--- config.mk ---
export PLATFORM = sky130hd
export DESIGN_NAME = mse_monitor
export DESIGN_NICKNAME = d
export VERILOG_FILES = /design/src/include/mse_pkg.sv /design/src/include/mse_fifo_if.sv /design/src/design/mse_fifo.sv /design/src/design/mse_monitor.sv
export VERILOG_INCLUDE_DIRS = /design/src /design/src/include
export SDC_FILE = /design/constraint.sdc
export NUM_CORES = 1
export LEC_CHECK = 0
export BUFFER_PORTS_ARGS = -buffer_cell sky130_fd_sc_hd__buf_2
export CAP_MARGIN = 30
export CORE_ASPECT_RATIO = 0.8
export CORE_MARGIN = 2
export CORE_UTILIZATION = 54
export CTS_BUF_LIST = sky130_fd_sc_hd__clkbuf_16
export DETAILED_ROUTE_END_ITERATION = 10
export GPL_TIMING_DRIVEN = 1
export MAX_ROUTING_LAYER = met4
export PLACE_DENSITY = 0.76
export SLEW_MARGIN = 20
export SYNTH_ARGS = -nofsm -noshare
export SYNTH_HDL_FRONTEND = slang
export SYNTH_HIERARCHICAL = 1
export SYNTH_SLANG_ARGS = --single-unit
export TNS_END_PERCENT = 100
--- constraint.sdc ---
create_clock -name clock -period 3 [get_ports clock]
set_input_delay 0.15 -clock clock [delete_from_list [all_inputs] [get_ports clock]]
set_output_delay 0.15 -clock clock [all_outputs]
set_load 0.02 [all_outputs]
--- src/include/mse_regs.svh ---
// Constants for the monitor security entry block.
`ifndef MSE_REGS_SVH
`define MSE_REGS_SVH
`define MSE_KEY_BYTES      4'h8
`define MSE_DATA_BITS      4'h8
`define MSE_FILLER         8'hAD
`define MSE_POR_BIT        7
`define MSE_BAUD_DIV       16'h0010
`define MSE_BREAK_BITS     4'hC
`define MSE_CMD_READ       8'h4A
`define MSE_CMD_VERSION    8'h16
`define MSE_VERSION        8'h01
`define MSE_RSR_POR        8'h80
`define MSE_RSR_PIN        8'h40
`define MSE_FIFO_DEPTH     16
`endif

--- src/include/mse_pkg.sv ---
// Types shared by the monitor security entry block.
package mse_pkg;
  typedef enum logic [2:0]
  {
    MSE_TX_IDLE  = 3'b000,
    MSE_TX_START = 3'b001,
    MSE_TX_DATA  = 3'b010,
    MSE_TX_STOP  = 3'b011,
    MSE_TX_BRK   = 3'b100
  } mse_tx_state_t;
  typedef enum logic [2:0]
  {
    MSE_MON_KEY  = 3'b000,
    MSE_MON_CMD  = 3'b001,
    MSE_MON_AHI  = 3'b010,
    MSE_MON_ALO  = 3'b011,
    MSE_MON_DONE = 3'b100
  } mse_mon_state_t;
endpackage

--- src/include/mse_fifo_if.sv ---
// Handshake bundle between the monitor core and its transmit FIFO.
`timescale 1ns/1ps
`default_nettype none
interface mse_fifo_if #(parameter int WIDTH = 9);
  logic             in_valid;
  logic             in_ready;
  logic [WIDTH-1:0] in_data;
  logic             out_valid;
  logic             out_ready;
  logic [WIDTH-1:0] out_data;
  modport producer (output in_valid, in_data, input in_ready,
                    input out_valid, out_data, output out_ready);
  modport fifo (input in_valid, in_data, output in_ready,
                output out_valid, out_data, input out_ready);
endinterface
`default_nettype wire

--- src/design/mse_fifo.sv ---
// Synchronous FIFO holding bytes queued for transmission.
`timescale 1ns/1ps
`default_nettype none
module mse_fifo #(
  parameter int WIDTH = 9,
  parameter int DEPTH = 16
) (
  input  wire logic clock,  // System clock.
  input  wire logic rst_n,  // Synchronous reset, active low.
  mse_fifo_if.fifo  port    // Both handshake sides.
);
  localparam int AW = $clog2(DEPTH);
  logic [WIDTH-1:0] mem [DEPTH];
  logic [AW-1:0]    wr_ptr_ff;
  logic [AW-1:0]    rd_ptr_ff;
  logic [AW:0]      count_ff;
  logic [AW:0]      nxt_count;
  wire              do_wr = port.in_valid && port.in_ready;
  wire              do_rd = port.out_valid && port.out_ready;
  assign port.in_ready  = (count_ff != (AW+1)'(DEPTH));
  assign port.out_valid = (count_ff != '0);
  assign port.out_data  = mem[rd_ptr_ff];
  assign nxt_count = count_ff + (AW+1)'(do_wr) - (AW+1)'(do_rd);
  always_ff @(posedge clock)
  begin
    if (do_wr)
      mem[wr_ptr_ff] <= port.in_data;
  end
  always_ff @(posedge clock)
  begin
    if (!rst_n)
    begin
      wr_ptr_ff <= '0;
      rd_ptr_ff <= '0;
      count_ff  <= '0;
    end
    else
    begin
      wr_ptr_ff <= wr_ptr_ff + AW'(do_wr);
      rd_ptr_ff <= rd_ptr_ff + AW'(do_rd);
      count_ff  <= nxt_count;
    end
  end
endmodule
`default_nettype wire

--- src/design/mse_monitor.sv ---
// Resident monitor: security entry, echo, break and guarded memory reads.
// What this block does
// - In monitor mode every received byte is echoed back unprompted.
// - After eight security bytes a break is sent, pass or fail.
// - Reset cause register reports last reset, top bit set for power-on.
// - Invalid addresses, and protected ones while secured, read back the filler byte.
// - Failed security still serves commands but hides program memory.
`timescale 1ns/1ps
`default_nettype none
`include "mse_regs.svh"
module mse_monitor #(
  parameter logic [15:0] BAUD_DIV  = `MSE_BAUD_DIV,
  parameter int          FIFO_DEPTH = `MSE_FIFO_DEPTH
) (
  input  wire logic        clock,         // System clock, 200 MHz.
  input  wire logic        rst_n,         // Synchronous reset, active low.
  input  wire logic        por_cause,     // Last reset was power-on.
  input  wire logic [63:0] security_key,  // Stored eight-byte key, byte 0 low.
  input  wire logic        serial_rx,     // Serial line from the host.
  output logic             serial_tx,     // Serial line to the host.
  output logic [15:0]      mem_addr,      // Memory read address.
  input  wire logic [7:0]  mem_rdata,     // Memory read data, same cycle.
  input  wire logic        mem_valid,     // Address is populated.
  input  wire logic        mem_protected, // Address holds program memory.
  output logic             secured,       // Security comparison failed.
  output logic             entered,       // Eight key bytes taken, break queued.
  output logic [7:0]       reset_cause_register // Last reset cause.
);
  logic       rx_s1_ff, rx_s2_ff;
  logic [15:0] rx_cnt_ff;
  logic [3:0]  rx_bit_ff;
  logic [7:0]  rx_sh_ff;
  logic        rx_busy_ff;
  logic        rx_done_ff;
  logic [7:0]  rx_byte_ff;
  mse_pkg::mse_tx_state_t  tx_st_ff;
  mse_pkg::mse_mon_state_t mon_st_ff;
  logic [15:0] tx_cnt_ff;
  logic [3:0]  tx_bit_ff;
  logic [7:0]  tx_sh_ff;
  logic        tx_ff;
  logic [3:0]  key_idx_ff;
  logic        match_ff;
  logic        cmd_ver_ff;
  logic [7:0]  ahi_ff;
  logic [15:0] addr_ff;
  logic        rsr_taken_ff;
  mse_fifo_if #(.WIDTH(9)) q ();
  mse_fifo #(.WIDTH(9), .DEPTH(FIFO_DEPTH)) mse_fifo_inst (.clock(clock), .rst_n(rst_n), .port(q));
  // Receiver samples the mid-point of each bit.
  wire rx_tick  = (rx_cnt_ff == 16'h0000);
  wire rx_start = !rx_busy_ff && !rx_s2_ff;
  always_ff @(posedge clock)
  begin
    rx_s1_ff <= serial_rx;
    rx_s2_ff <= rx_s1_ff;
    if (!rst_n)
    begin
      rx_busy_ff <= 1'b0;
      rx_cnt_ff  <= 16'h0000;
      rx_bit_ff  <= 4'h0;
      rx_sh_ff   <= 8'h00;
      rx_done_ff <= 1'b0;
      rx_byte_ff <= 8'h00;
    end
    else
    begin
      rx_done_ff <= 1'b0;
      if (rx_start)
      begin
        rx_busy_ff <= 1'b1;
        rx_cnt_ff  <= BAUD_DIV + (BAUD_DIV >> 1);
        rx_bit_ff  <= 4'h0;
      end
      else if (rx_busy_ff && rx_tick)
      begin
        rx_cnt_ff <= BAUD_DIV - 16'h0001;
        if (rx_bit_ff == `MSE_DATA_BITS)
        begin
          rx_busy_ff <= 1'b0;
          rx_done_ff <= rx_s2_ff;
          rx_byte_ff <= rx_sh_ff;
        end
        else
        begin
          rx_sh_ff  <= {rx_s2_ff, rx_sh_ff[7:1]};
          rx_bit_ff <= rx_bit_ff + 4'h1;
        end
      end
      else if (rx_busy_ff)
        rx_cnt_ff <= rx_cnt_ff - 16'h0001;
    end
  end
  // Queue entries: bit 8 marks a break rather than a data byte.
  wire        is_key   = (mon_st_ff == mse_pkg::MSE_MON_KEY);
  wire        key_hit  = (rx_byte_ff == security_key[key_idx_ff[2:0]*8 +: 8]);
  wire        last_key = is_key && (key_idx_ff == `MSE_KEY_BYTES - 4'h1);
  wire        rd_allow = mem_valid && !(mem_protected && secured);
  wire [7:0]  rd_byte  = cmd_ver_ff ? `MSE_VERSION :
                         rd_allow ? mem_rdata : `MSE_FILLER;
  wire        ans_rd   = (mon_st_ff == mse_pkg::MSE_MON_ALO) && rx_done_ff;
  wire        push_brk = rx_done_ff && last_key;
  assign mem_addr = {ahi_ff, rx_byte_ff};
  // The echo has priority on the FIFO input; the holding slot drains in the next free cycle.
  assign q.in_valid = rx_done_ff || hold_v_ff;
  assign q.in_data  = rx_done_ff ? {1'b0, rx_byte_ff} : hold_ff;
  always_ff @(posedge clock)
  begin
    if (!rst_n)
    begin
      mon_st_ff    <= mse_pkg::MSE_MON_KEY;
      key_idx_ff   <= 4'h0;
      match_ff     <= 1'b1;
      cmd_ver_ff   <= 1'b0;
      ahi_ff       <= 8'h00;
      addr_ff      <= 16'h0000;
      rsr_taken_ff <= 1'b0;
      reset_cause_register <= 8'h00;
    end
    else
    begin
      if (!rsr_taken_ff)
      begin
        rsr_taken_ff <= 1'b1;
        reset_cause_register <= por_cause ? `MSE_RSR_POR : `MSE_RSR_PIN;
      end
      if (rx_done_ff)
      begin
        case (mon_st_ff)
          mse_pkg::MSE_MON_KEY:
          begin
            match_ff   <= match_ff && key_hit;
            key_idx_ff <= key_idx_ff + 4'h1;
            if (last_key)
              mon_st_ff <= mse_pkg::MSE_MON_CMD;
          end
          mse_pkg::MSE_MON_CMD:
          begin
            if (rx_byte_ff == `MSE_CMD_READ)
              mon_st_ff <= mse_pkg::MSE_MON_AHI;
            cmd_ver_ff <= 1'b0;
            if (rx_byte_ff == `MSE_CMD_VERSION)
            begin
              cmd_ver_ff <= 1'b1;
              mon_st_ff  <= mse_pkg::MSE_MON_DONE;
            end
          end
          mse_pkg::MSE_MON_AHI:
          begin
            ahi_ff    <= rx_byte_ff;
            mon_st_ff <= mse_pkg::MSE_MON_ALO;
          end
          mse_pkg::MSE_MON_ALO:
          begin
            addr_ff   <= mem_addr;
            mon_st_ff <= mse_pkg::MSE_MON_CMD;
          end
          default:
            mon_st_ff <= mse_pkg::MSE_MON_CMD;
        endcase
      end
      else if (mon_st_ff == mse_pkg::MSE_MON_DONE)
        mon_st_ff <= mse_pkg::MSE_MON_CMD;
    end
  end
  // Secondary words (break, read or version answer) wait in a one-entry slot and join the FIFO behind
  // the echo, so the host always hears the echo first.
  logic [8:0] hold_ff;
  logic       hold_v_ff;
  wire        ver_ans = (mon_st_ff == mse_pkg::MSE_MON_DONE);
  always_ff @(posedge clock)
  begin
    if (!rst_n)
    begin
      hold_v_ff <= 1'b0;
      hold_ff   <= 9'h000;
    end
    else if (push_brk)
    begin
      hold_v_ff <= 1'b1;
      hold_ff   <= 9'h100;
    end
    else if (ans_rd || ver_ans)
    begin
      hold_v_ff <= 1'b1;
      hold_ff   <= {1'b0, rd_byte};
    end
    else if (hold_v_ff && !rx_done_ff && q.in_ready)
      hold_v_ff <= 1'b0;
  end
  wire [8:0] tx_word = q.out_data;
  wire       tx_have = q.out_valid;
  assign secured   = rsr_taken_ff && (mon_st_ff != mse_pkg::MSE_MON_KEY) && !match_ff;
  assign entered   = (mon_st_ff != mse_pkg::MSE_MON_KEY);
  // Transmitter; data shifts LSB-first and a break holds the line low, both on the same bit clock.
  wire tx_tick = (tx_cnt_ff == 16'h0000);
  assign q.out_ready = (tx_st_ff == mse_pkg::MSE_TX_IDLE);
  always_ff @(posedge clock)
  begin
    if (!rst_n)
    begin
      tx_st_ff  <= mse_pkg::MSE_TX_IDLE;
      tx_cnt_ff <= 16'h0000;
      tx_bit_ff <= 4'h0;
      tx_sh_ff  <= 8'h00;
      tx_ff     <= 1'b1;
    end
    else
    begin
      tx_cnt_ff <= tx_tick ? BAUD_DIV - 16'h0001 : tx_cnt_ff - 16'h0001;
      case (tx_st_ff)
        mse_pkg::MSE_TX_IDLE:
        begin
          tx_ff <= 1'b1;
          if (tx_have)
          begin
            tx_sh_ff  <= tx_word[7:0];
            tx_bit_ff <= 4'h0;
            tx_cnt_ff <= BAUD_DIV - 16'h0001;
            tx_ff     <= 1'b0;
            tx_st_ff  <= tx_word[8] ? mse_pkg::MSE_TX_BRK : mse_pkg::MSE_TX_DATA;
          end
        end
        mse_pkg::MSE_TX_DATA:
          if (tx_tick)
          begin
            tx_ff     <= tx_sh_ff[0];
            tx_sh_ff  <= {1'b1, tx_sh_ff[7:1]};
            tx_bit_ff <= tx_bit_ff + 4'h1;
            if (tx_bit_ff == `MSE_DATA_BITS)
            begin
              tx_ff    <= 1'b1;
              tx_st_ff <= mse_pkg::MSE_TX_STOP;
            end
          end
        mse_pkg::MSE_TX_STOP:
          if (tx_tick)
            tx_st_ff <= mse_pkg::MSE_TX_IDLE;
        mse_pkg::MSE_TX_BRK:
          if (tx_tick)
          begin
            tx_ff     <= 1'b0;
            tx_bit_ff <= tx_bit_ff + 4'h1;
            if (tx_bit_ff == `MSE_BREAK_BITS)
            begin
              tx_ff    <= 1'b1;
              tx_st_ff <= mse_pkg::MSE_TX_STOP;
            end
          end
        default:
          tx_st_ff <= mse_pkg::MSE_TX_IDLE;
      endcase
    end
  end
  assign serial_tx = tx_ff;
endmodule
`default_nettype wire

Word-level counts from Yosys, hierarchy flattened
Memory sizes are Yosys's and may differ from the RTL's. A register that Yosys moved wholly into a read port is not among the register bits.
Cells that the tools add are included.
Operators by class
  add/sub/neg operators: 9
  eq/ne operators: 24
  shift operators: 1
  multiplexer cells: 49
  bitwise operators: 4
  reduce and logical (&&, ||, !) cells: 54
Operator list (count)
  64-bit by 7-bit indexed part select with 8-bit output: 1
  16-bit two-way mux: 3
  8-bit two-way mux: 5
  3-bit two-way mux: 12
  16-bit zero test: 2
  16-bit by 1-bit subtractor with 16-bit output (second input constant): 2
  9-bit two-way mux: 3
  3-bit AND reduction: 6
  8-bit one-hot mux with 2 select lines: 1
  1-bit two-way mux: 15
  5-bit two-way mux: 3
  1-bit logical AND: 14
  2-bit nonzero test: 7
  4-bit by 1-bit adder with 4-bit output (second input constant): 3
  3-bit by 2-bit equality test with 1-bit output (second input constant): 4
  4-bit equality test (second input constant): 3
  4-bit two-way mux: 3
  3-bit one-hot mux with 4 select lines: 1
  3-bit nonzero test: 4
  2-bit != test (second input constant): 5
  2-bit AND reduction: 5
  3-bit one-hot mux with 3 select lines: 1
  4-bit by 1-bit adder with 4-bit output: 2
  8-bit by 5-bit equality test with 1-bit output (second input constant): 1
  22 further kinds: 35
Storage, ports and cells
  register bits: 121
  bits in writable memories: 144
  input bits: 78
  output and inout port bits: 27
  memories: 1
Memory list
  mse_fifo_inst.mem: depth 16, width 9, rd ports 1, clocked after memory_dff 1, write ports 1, RTL line mse_fifo.sv:13  | logic [WIDTH-1:0] mem [DEPTH];

Depth between registers and ports, before layout
Gate-level depths: netlist (run 1).
  depth after elaboration: 10
  depth in mapped cells: 14
  gate-level depth less buffers: 12

Modules after synthesis
Netlist (run 1), hierarchy kept.
By module, submodules not included
  mse_fifo: times used 1, cells each 315, area each 6288.5 um2, sequential area each 4584.4 um2
  mse_monitor: times used 1, cells each 575, area each 5166.2 um2, sequential area each 2042.0 um2

Worst setup path before layout (run 1)
OpenSTA, ideal clock, no wires.
  kind: flip-flop to flip-flop
  start: reg rx_done_ff
  end: reg mse_fifo_inst.count_ff[4]
  library setup time: 0.116 ns
  arrival: 2.955 ns
  slack: -0.070 ns
  stages on the path, launching flop included: 15
  clock period less this slack: 3.070 ns
  path through: dfxtp_1 -> clkbuf_1 -> buf_1 -> or2_2 -> inv_1 -> a31oi_2 -> inv_2 -> ha_1 -> inv_1 -> ha_1 -> fa_1 -> a21oi_1 -> nor2_1 -> or3_1 -> and3_1
Between the ends
  cells in the longest elaborated chain, start to end: 4
RTL lines
  start, declared: RTL line mse_monitor.sv:34  | logic rx_done_ff;
  start signal, assigned: RTL line mse_monitor.sv:81  | rx_done_ff <= rx_s2_ff;
  1-bit logical OR: RTL line mse_monitor.sv:105  | assign q.in_valid = rx_done_ff || hold_v_ff;
  net q.in_valid: RTL line mse_fifo_if.sv:5  | logic in_valid;
  1-bit logical AND: RTL line mse_fifo.sv:18  | wire do_wr = port.in_valid && port.in_ready;
  5-bit by 1-bit adder with 5-bit output: RTL line mse_fifo.sv:23  | assign nxt_count = count_ff + (AW+1)'(do_wr) - (AW+1)'(do_rd);
  5-bit by 1-bit subtractor with 5-bit output: RTL line mse_fifo.sv:23
  end signal, assigned: RTL line mse_fifo.sv:41  | count_ff <= nxt_count;
  end, declared: RTL line mse_fifo.sv:16  | logic [AW:0] count_ff;
The timed path passes the listed nets, and every way through them passes these cells.
A chain may end at the register's enable or synchronous reset.

Worst setup path after layout (run 1)
  start: reg mse_fifo_inst.count_ff[3]
  end: reg mse_fifo_inst.count_ff[4]
Between the ends
  elaborated cells on any way between the ends: 6
  classes of those cells: add/sub (2); eq/ne (1); reduce/logical (3)
RTL lines
  5-bit nonzero test: RTL line mse_fifo.sv:21  | assign port.out_valid = (count_ff != '0);
  net q.out_valid: RTL line mse_fifo_if.sv:8  | logic out_valid;
  1-bit logical AND: RTL line mse_fifo.sv:19  | wire do_rd = port.out_valid && port.out_ready;
  5-bit by 1-bit subtractor with 5-bit output: RTL line mse_fifo.sv:23
The timed path passes the listed nets, and every way through them passes these cells.

==> flow_summary.rst, run 1 <==
.. list-table::
   :header-rows: 1

   * - Metric
     - Value
   * - Total track usage
     - 22.3%
   * - Clock tree root buffer cell
     - sky130_fd_sc_hd__clkbuf_16
   * - Total number of clock tree sinks
     - 259
   * - Power per standard cell area
     - 692 nW/um^2
   * - Reg clk slew, reported paths
     - 70 ps
   * - Wire length after detailed routing
     - 23700 um
   * - Starting DRT DRC Count
     - 679
   * - Final antenna diode count
     - 0
   * - Non-filler instance count after layout
     - 1301
   * - TNS Setup
     - 0 ps
   * - Area Growth Syn to Fin
     - 14.1%
   * - Largest net degree at the start of global routing
     - 37
   * - Setup-violating endpoint count in the final report
     - 0
   * - Area of the die
     - 22400 um^2
   * - Number of H-tree levels
     - 1
   * - Highest fanout seen on the critical path
     - 3
   * - Nets@finish
     - 1111
   * - Die span in x
     - 167 um
   * - Crit path capture type
     - flop
   * - Remaining global-route overflow
     - 0
   * - Max-capacitance violation count
     - 0
   * - CTS tree
     - built
   * - CTS Hold Buffers Added
     - 7
   * - Fraction of layout instances using a drive strength above 1
     - 22.3%
   * - Static Leak
     - 0.00465 uW
   * - Period utilization
     - 88.9%
   * - Post-placement cell count
     - 1250
   * - Register bit count reported by yosys
     - 259
   * - Insertion delay of the later-clocked pin in the worst-skew pair
     - 520 ps
   * - TritonCTS buffer count
     - 24
   * - Worst supply voltage drop on vdd
     - 584 uV
   * - Min-Delay Path Class
     - in2reg
   * - Sequential-to-total area share from yosys stat
     - 57.8%
   * - Peak Freq
     - 0.375 GHz
   * - Number of instances in the synthesized netlist
     - 890
   * - Routability-driven placement congestion ratio
     - 0.838
   * - Number of global-route vias before repair
     - 7358
   * - Required time at the worst-slack endpoint
     - 3400 ps
   * - Number of buffers between clock root and the deepest sink
     - 3
   * - Type of origin of the critical path
     - flop
   * - Floorplan core area
     - 20800 um^2
   * - Number of antenna-violating nets in the routed design
     - 0
   * - Final Core Density
     - 63.0%
   * - Number of distinct library cell variants in the gate-level netlist after synthesis
     - 69
   * - Detailed-route via count
     - 7443
   * - Clock skew after layout
     - 17.0 ps
   * - Post-synth design cell area
     - 11500 um^2
   * - Origin of the worst min-delay path
     - mem_rdata[7]
   * - Source of the worst register-to-register timing path
     - mse_fifo_inst/count_ff[3]$_SDFF_PN0_
   * - Setup fix buffers added after clock tree synthesis
     - 0
   * - Unrepaired setup endpoints after global routing
     - false
   * - Via-per-instance ratio
     - 5.72
   * - Total count of max-transition violations in the final report
     - 0
   * - Main synth FF type
     - sky130_fd_sc_hd__edfxtp_1
   * - Average detailed-routed wire length per instance
     - 18.2 um
   * - Final critical delay including setup and external delays
     - 2670 ps
   * - Number of standard-cell rows in the floorplan
     - 47
   * - Type of the worst setup path
     - reg2reg
   * - Transition at the pin with the smallest max-transition slack
     - 777 ps
   * - Mean cell area of the mapped netlist
     - 12.9 um^2
   * - Count of warnings emitted by yosys
     - 6
   * - Count of TritonRoute iterations in the first routing pass
     - 5
   * - DP HPWL
     - 16000 um
   * - Tightest slew margin relative to the limit
     - 48.1%
   * - Cts repair resizes
     - 0
   * - Vertical die dimension
     - 134 um
   * - Final Hold Violating Endpoints
     - 0
   * - Critical path arrival
     - 3070 ps
   * - Synth async-reset ratio
     - 0%
   * - Count of port buffers added during placement
     - 98
   * - First-pass GRT wire length
     - 38600 um
   * - Number of I/O pins
     - 105
   * - Result of the run
     - complete, no violations
   * - Initial Utilization
     - 55.2%
   * - Setup crit start
     - mse_fifo_inst/count_ff[3]$_SDFF_PN0_
   * - Number of flops mapped to enable cells by yosys
     - 144
   * - Number of design rule violations left after detail routing
     - 0
   * - Initial antenna violation count
     - 0
## per-stage QoR
stage	instance area (um^2)	power (uW)	hold WS (ps)	worst slack [ps]
after detailed placement	12300	6320	254	354
final	13100	9040	17.1	332
after global routing	13100	9540	71.0	160
after global placement	12300	6270	254	419
after floorplan	11500	5880	178	48.5
after CTS	13100	9120	5.56	318
## layout by cell type (no fill, tap or decap), types with 15 or more instances in the layout
cell type and instances:
sky130_fd_sc_hd__clkbuf_16 25, sky130_fd_sc_hd__xnor2_1 21, sky130_fd_sc_hd__mux2_2 15, sky130_fd_sc_hd__nand2_1 59, sky130_fd_sc_hd__mux4_1 20, sky130_fd_sc_hd__a22oi_1 19
sky130_fd_sc_hd__xor2_1 22, sky130_fd_sc_hd__inv_1 31, sky130_fd_sc_hd__nor3_1 18, sky130_fd_sc_hd__o21ai_0 15, sky130_fd_sc_hd__edfxtp_1 144, sky130_fd_sc_hd__a21oi_1 39
sky130_fd_sc_hd__mux4_2 24, sky130_fd_sc_hd__nor2_1 93, sky130_fd_sc_hd__buf_2 98, sky130_fd_sc_hd__ha_1 18, sky130_fd_sc_hd__mux2i_1 40, sky130_fd_sc_hd__and2_1 16
sky130_fd_sc_hd__dfxtp_1 114, sky130_fd_sc_hd__buf_4 38
## cell families after synthesis
group | after synthesis | synth area share [%]
xor gates and xnor gates | 43 | 3.29
adders and majority gates | 19 | 2.14
AOI/OAI and AO/OA | 121 | 6.85
buffers and inverters | 77 | 3.55
DFF | 259 | 57.8
and+or+nand+nor | 271 | 12.0
other | 1 | 0.0327
muxes | 99 | 14.3
## worst max-delay path: stages, from the launching register on
cell,delay [ps]
sky130_fd_sc_hd__dfxtp_1,320
sky130_fd_sc_hd__inv_1,80
sky130_fd_sc_hd__ha_1,190
sky130_fd_sc_hd__nand3b_1,110
sky130_fd_sc_hd__and2_1,190
sky130_fd_sc_hd__ha_1,270
sky130_fd_sc_hd__inv_1,40
sky130_fd_sc_hd__ha_1,200
sky130_fd_sc_hd__fa_1,410
sky130_fd_sc_hd__a21oi_1,160
sky130_fd_sc_hd__nor2_1,70
sky130_fd_sc_hd__or3_1,330
sky130_fd_sc_hd__and3_1,180
## Yosys cell counts (19+ instances only)
master / number / share of area, %
sky130_fd_sc_hd__edfxtp_1: 144 / 38
sky130_fd_sc_hd__dfxtp_1: 115 / 20
sky130_fd_sc_hd__nor2_1: 93 / 3.0
sky130_fd_sc_hd__nand2_1: 59 / 1.9
sky130_fd_sc_hd__mux2i_1: 40 / 3.5
sky130_fd_sc_hd__a21oi_1: 39 / 1.7
sky130_fd_sc_hd__clkbuf_1: 26 / 0.85
sky130_fd_sc_hd__inv_1: 25 / 0.82
sky130_fd_sc_hd__mux4_2: 24 / 4.7
sky130_fd_sc_hd__xor2_1: 22 / 1.7
sky130_fd_sc_hd__xnor2_1: 21 / 1.6
sky130_fd_sc_hd__mux4_1: 20 / 4.6
sky130_fd_sc_hd__a22oi_1: 19 / 1.2
## routing by layer
layer	wire, um	GRT usage [%]	vias to the layer above	share of wire (%)
li1	-	-	3558	-
met1	11100	31.4	3646	47
met2	10900	34.5	199	46
met3	1280	3.01	40	5.4
met4	481	5.89	0	2.0
met5	0	-	-	0
## cell type report
type | count | area, um^2
Clock buffer | 25 | 626
Clock inverter | 19 | 92.6
Fill cell | 1578 | 7690
Inverter | 27 | 101
Multi-Input combinational cell | 559 | 4440
Sequential cell | 259 | 6630
Tap cell | 269 | 337
Timing Repair Buffer | 143 | 846
## sequential cells by signal (all words and copies together), names as in the netlist, 5 cells and up
signal,count
ahi_ff,8
hold_ff,9
mse_fifo_inst/count_ff,5
mse_fifo_inst/mem,144
rx_byte_ff,8
rx_cnt_ff,16
rx_sh_ff,8
tx_cnt_ff,16
tx_sh_ff,8
## path summary, 6_finish.rpt
| path | to | slack (ps) | cells past startpoint |
|---|---|---|---|
| setup / recovery | mse_fifo_inst/count_ff[4]$_SDFF_PN0_ | 330 | 12 |
| hold / removal | hold_ff[7]$_SDFFE_PP0P_ | 20 | 5 |
| setup reg to reg | mse_fifo_inst/count_ff[4]$_SDFF_PN0_ | 330 | 12 |
| hold reg to reg | rx_s2_ff$_DFF_P_ | 330 | 0 |
## where the power goes
part	total (uW)	switching (uW)	internal (uW)
Clock	2790	1280	1510
Sequential	4150	246	3900
Combinational	2110	1090	1020
Total	9040	2610	6430
Power figures use the tool's default switching activity.
==> run 2: changes to the inputs <==
- BUFFER_PORTS_ARGS: -buffer_cell sky130_fd_sc_hd__buf_2 -> -buffer_cell sky130_fd_sc_hd__clkbuf_2
- CORE_UTILIZATION: 54 -> 55
- PLACE_DENSITY: 0.76 -> 0.75
- clock period: 3 -> 2.65 ns (I/O delays scaled with it)
==> run 2 against run 1 <==
Worst setup slack lost 270 ps; global-route usage grew 0.74 points; register-to-register slack lost 270 ps; first-iteration DRC count shrank 8.7%; non-clock buffer count grew 16; largest cell class unchanged.
==> flow_summary.rst, run 2 (synthesis gave the netlist of run 1 again) <==
.. list-table::
   :header-rows: 1

   * - Metric
     - Value
   * - Final Hold Violating Endpoints
     - 0
   * - Highest fanout seen on the critical path
     - 3
   * - End point of the critical path
     - mse_fifo_inst/count_ff[4]$_SDFF_PN0_
   * - Crit path capture type
     - flop
   * - Total count of max-transition violations in the final report
     - 0
   * - Period utilization
     - 97.7%
   * - Total number of clock tree sinks
     - 259
   * - Number of global-route vias before repair
     - 7413
   * - PnR worst setup slack
     - 60.7 ps
   * - First-pass GRT wire length
     - 38500 um
   * - Tightest slew margin relative to the limit
     - 53.0%
   * - Required time at the worst-slack endpoint
     - 3080 ps
   * - Critical path arrival
     - 3020 ps
   * - Most common cell after layout, fill and taps aside
     - sky130_fd_sc_hd__edfxtp_1
   * - Number of buffers between clock root and the deepest sink
     - 3
   * - Setup slack of the most critical reg-to-reg path
     - 60 ps
   * - Total track usage
     - 23.0%
   * - Number of H-tree levels
     - 1
   * - Total area of sequential cells
     - 6630 um^2
   * - Type of the worst setup path
     - reg2reg
   * - Setup-violating endpoint count in the final report
     - 0
   * - Count of TritonRoute iterations in the first routing pass
     - 7
   * - Wire length after detailed routing
     - 24100 um
   * - Number of antenna-violating nets in the routed design
     - 0
   * - Multi-input gate area
     - 4470 um^2
   * - Worst supply voltage drop on vdd
     - 590 uV
   * - Filler cell count in the final layout
     - 1511
   * - Power per standard cell area
     - 797 nW/um^2
   * - Vertical die dimension
     - 133 um
   * - Type of origin of the critical path
     - flop
   * - Largest net degree at the start of global routing
     - 37
   * - CTS tree
     - built
   * - Worst Setup Slack post-DPL
     - -56.5 ps
   * - Area Growth Syn to Fin
     - 16.2%
   * - Routability-driven placement congestion ratio
     - 0.827
   * - Setup crit start
     - mse_fifo_inst/count_ff[3]$_SDFF_PN0_
   * - Detailed-route via count
     - 7525
   * - Critical-path cell list
     - inv_2 > ha_4 > nand3b_1 > and2_4 > ha_1 > inv_1 > ha_2 > fa_2 > a21oi_2 > nor2_1 > or3_1 > and3_1
   * - Die span in x
     - 165 um
   * - TritonCTS buffer count
     - 25
   * - Insertion delay of the later-clocked pin in the worst-skew pair
     - 530 ps
   * - Number of standard-cell rows in the floorplan
     - 47
   * - Static Leak
     - 0.00477 uW
   * - Count of port buffers added during placement
     - 98
   * - Reg clk slew, reported paths
     - 60 ps
   * - Max-capacitance violation count
     - 0
   * - Area of the die
     - 22000 um^2
   * - Combined buffer and inverter count along the critical path
     - 2
   * - Number of design rule violations left after detail routing
     - 0
   * - Floorplan core area
     - 20600 um^2
   * - Flip-flop count of the largest register after layout
     - 144
   * - CP max stage delay
     - 370 ps
   * - Remaining global-route overflow
     - 0
   * - Result of the run
     - complete, no violations
   * - Clock skew after layout
     - 11.1 ps
   * - Commonest cells after routing, fill and taps aside
     - sky130_fd_sc_hd__edfxtp_1 (144), sky130_fd_sc_hd__dfxtp_1 (112), sky130_fd_sc_hd__clkbuf_2 (98)
   * - Average detailed-routed wire length per instance
     - 18.2 um
   * - Post-placement cell count
     - 1259
   * - Transition at the pin with the smallest max-transition slack
     - 703 ps
   * - Worst-path cell with the longest stage delay
     - sky130_fd_sc_hd__fa_2
   * - Initial Utilization
     - 55.7%
   * - DP HPWL
     - 16100 um
   * - Top cell family by delay on the critical path
     - adder cells
   * - Via-per-instance ratio
     - 5.70
   * - Fraction of layout instances using a drive strength above 1
     - 23.9%
   * - R2R depth
     - 12
   * - Cell count along the critical path
     - 12
   * - Number of I/O pins
     - 105
   * - Final hold slack
     - 240 ps
   * - Largest register by flop count
     - mse_fifo_inst/mem
   * - Reg2Reg Capture Point
     - mse_fifo_inst/count_ff[4]$_SDFF_PN0_
   * - Starting DRT DRC Count
     - 620
   * - Initial antenna violation count
     - 1
   * - Biggest regs
     - mse_fifo_inst/mem: 144 flops, rx_cnt_ff: 16 flops, tx_cnt_ff: 16 flops
   * - Non-filler instance count after layout
     - 1320
   * - Clock tree root buffer cell
     - sky130_fd_sc_hd__clkbuf_16
   * - Source of the worst register-to-register timing path
     - mse_fifo_inst/count_ff[3]$_SDFF_PN0_
   * - Final critical delay including setup and external delays
     - 2590 ps
   * - Final Core Density
     - 64.7%
   * - Min-Delay Path Class
     - in2reg
   * - Nets@finish
     - 1128
   * - Peak Freq
     - 0.386 GHz
[run 2: power by group]
group	switching (uW)	total [uW]	leakage, uW	internal, uW
clock	1490	3320	0.000413	1830
sequential	237	4660	0.00205	4420
combinational	1360	2630	0.00231	1270
[run 2: worst min path at each step]
stage,from,endpoint,slack (ps),cells past startpoint
4_1_cts,serial_rx,rx_s1_ff$_DFF_P_,240,2
2_1_floorplan,rst_n,rsr_taken_ff$_DFF_P_,160,0
3_3_place_gp,serial_rx,rx_s1_ff$_DFF_P_,240,1
5_1_grt,serial_rx,rx_s1_ff$_DFF_P_,240,2
3_5_place_dp,serial_rx,rx_s1_ff$_DFF_P_,240,1
6_report,serial_rx,rx_s1_ff$_DFF_P_,240,2
[run 2: final cells by class]
type                       instances  area share, %
tap                              269           2.53
clock buffer                      25           4.70
timing repair buffer             159           7.52
inverter                          27          0.762
clock inverter                    21           1.02
antenna                            1         0.0188
multi-input combinational        559           33.6
sequential                       259           49.8
[run 2: timing repair]
action / 4_1_cts / 5_1_grt
hold endpoints to repair: 16 / 0
setup endpoints to repair: 1 / 1
setup buffers: 0 / 3
pin swaps: 0 / 3
hold buffers: 11 / 0
resized for setup: 5 / 4
[run 2: metal layers]
| metal | track usage, % | up-vias | share of wire [%] |
|---|---|---|---|
| met4 | 5.56 | 0 | 2.0 |
| met1 | 33.4 | 3632 | 45 |
| met2 | 34.9 | 255 | 46 |
| met3 | 2.98 | 45 | 6.3 |
| met5 | - | - | 0 |
| li1 | - | 3593 | - |
[run 2: stage by stage]
stage	cell area, um^2	setup TNS [ps]	power, uW
3_5_place_dp	12400	-56.5	7230
3_3_place_gp	12400	0	7130
6_report	13300	0	10600
4_1_cts	13300	0	10600
2_1_floorplan	11500	0	6660
5_1_grt	13300	-20.8	11100
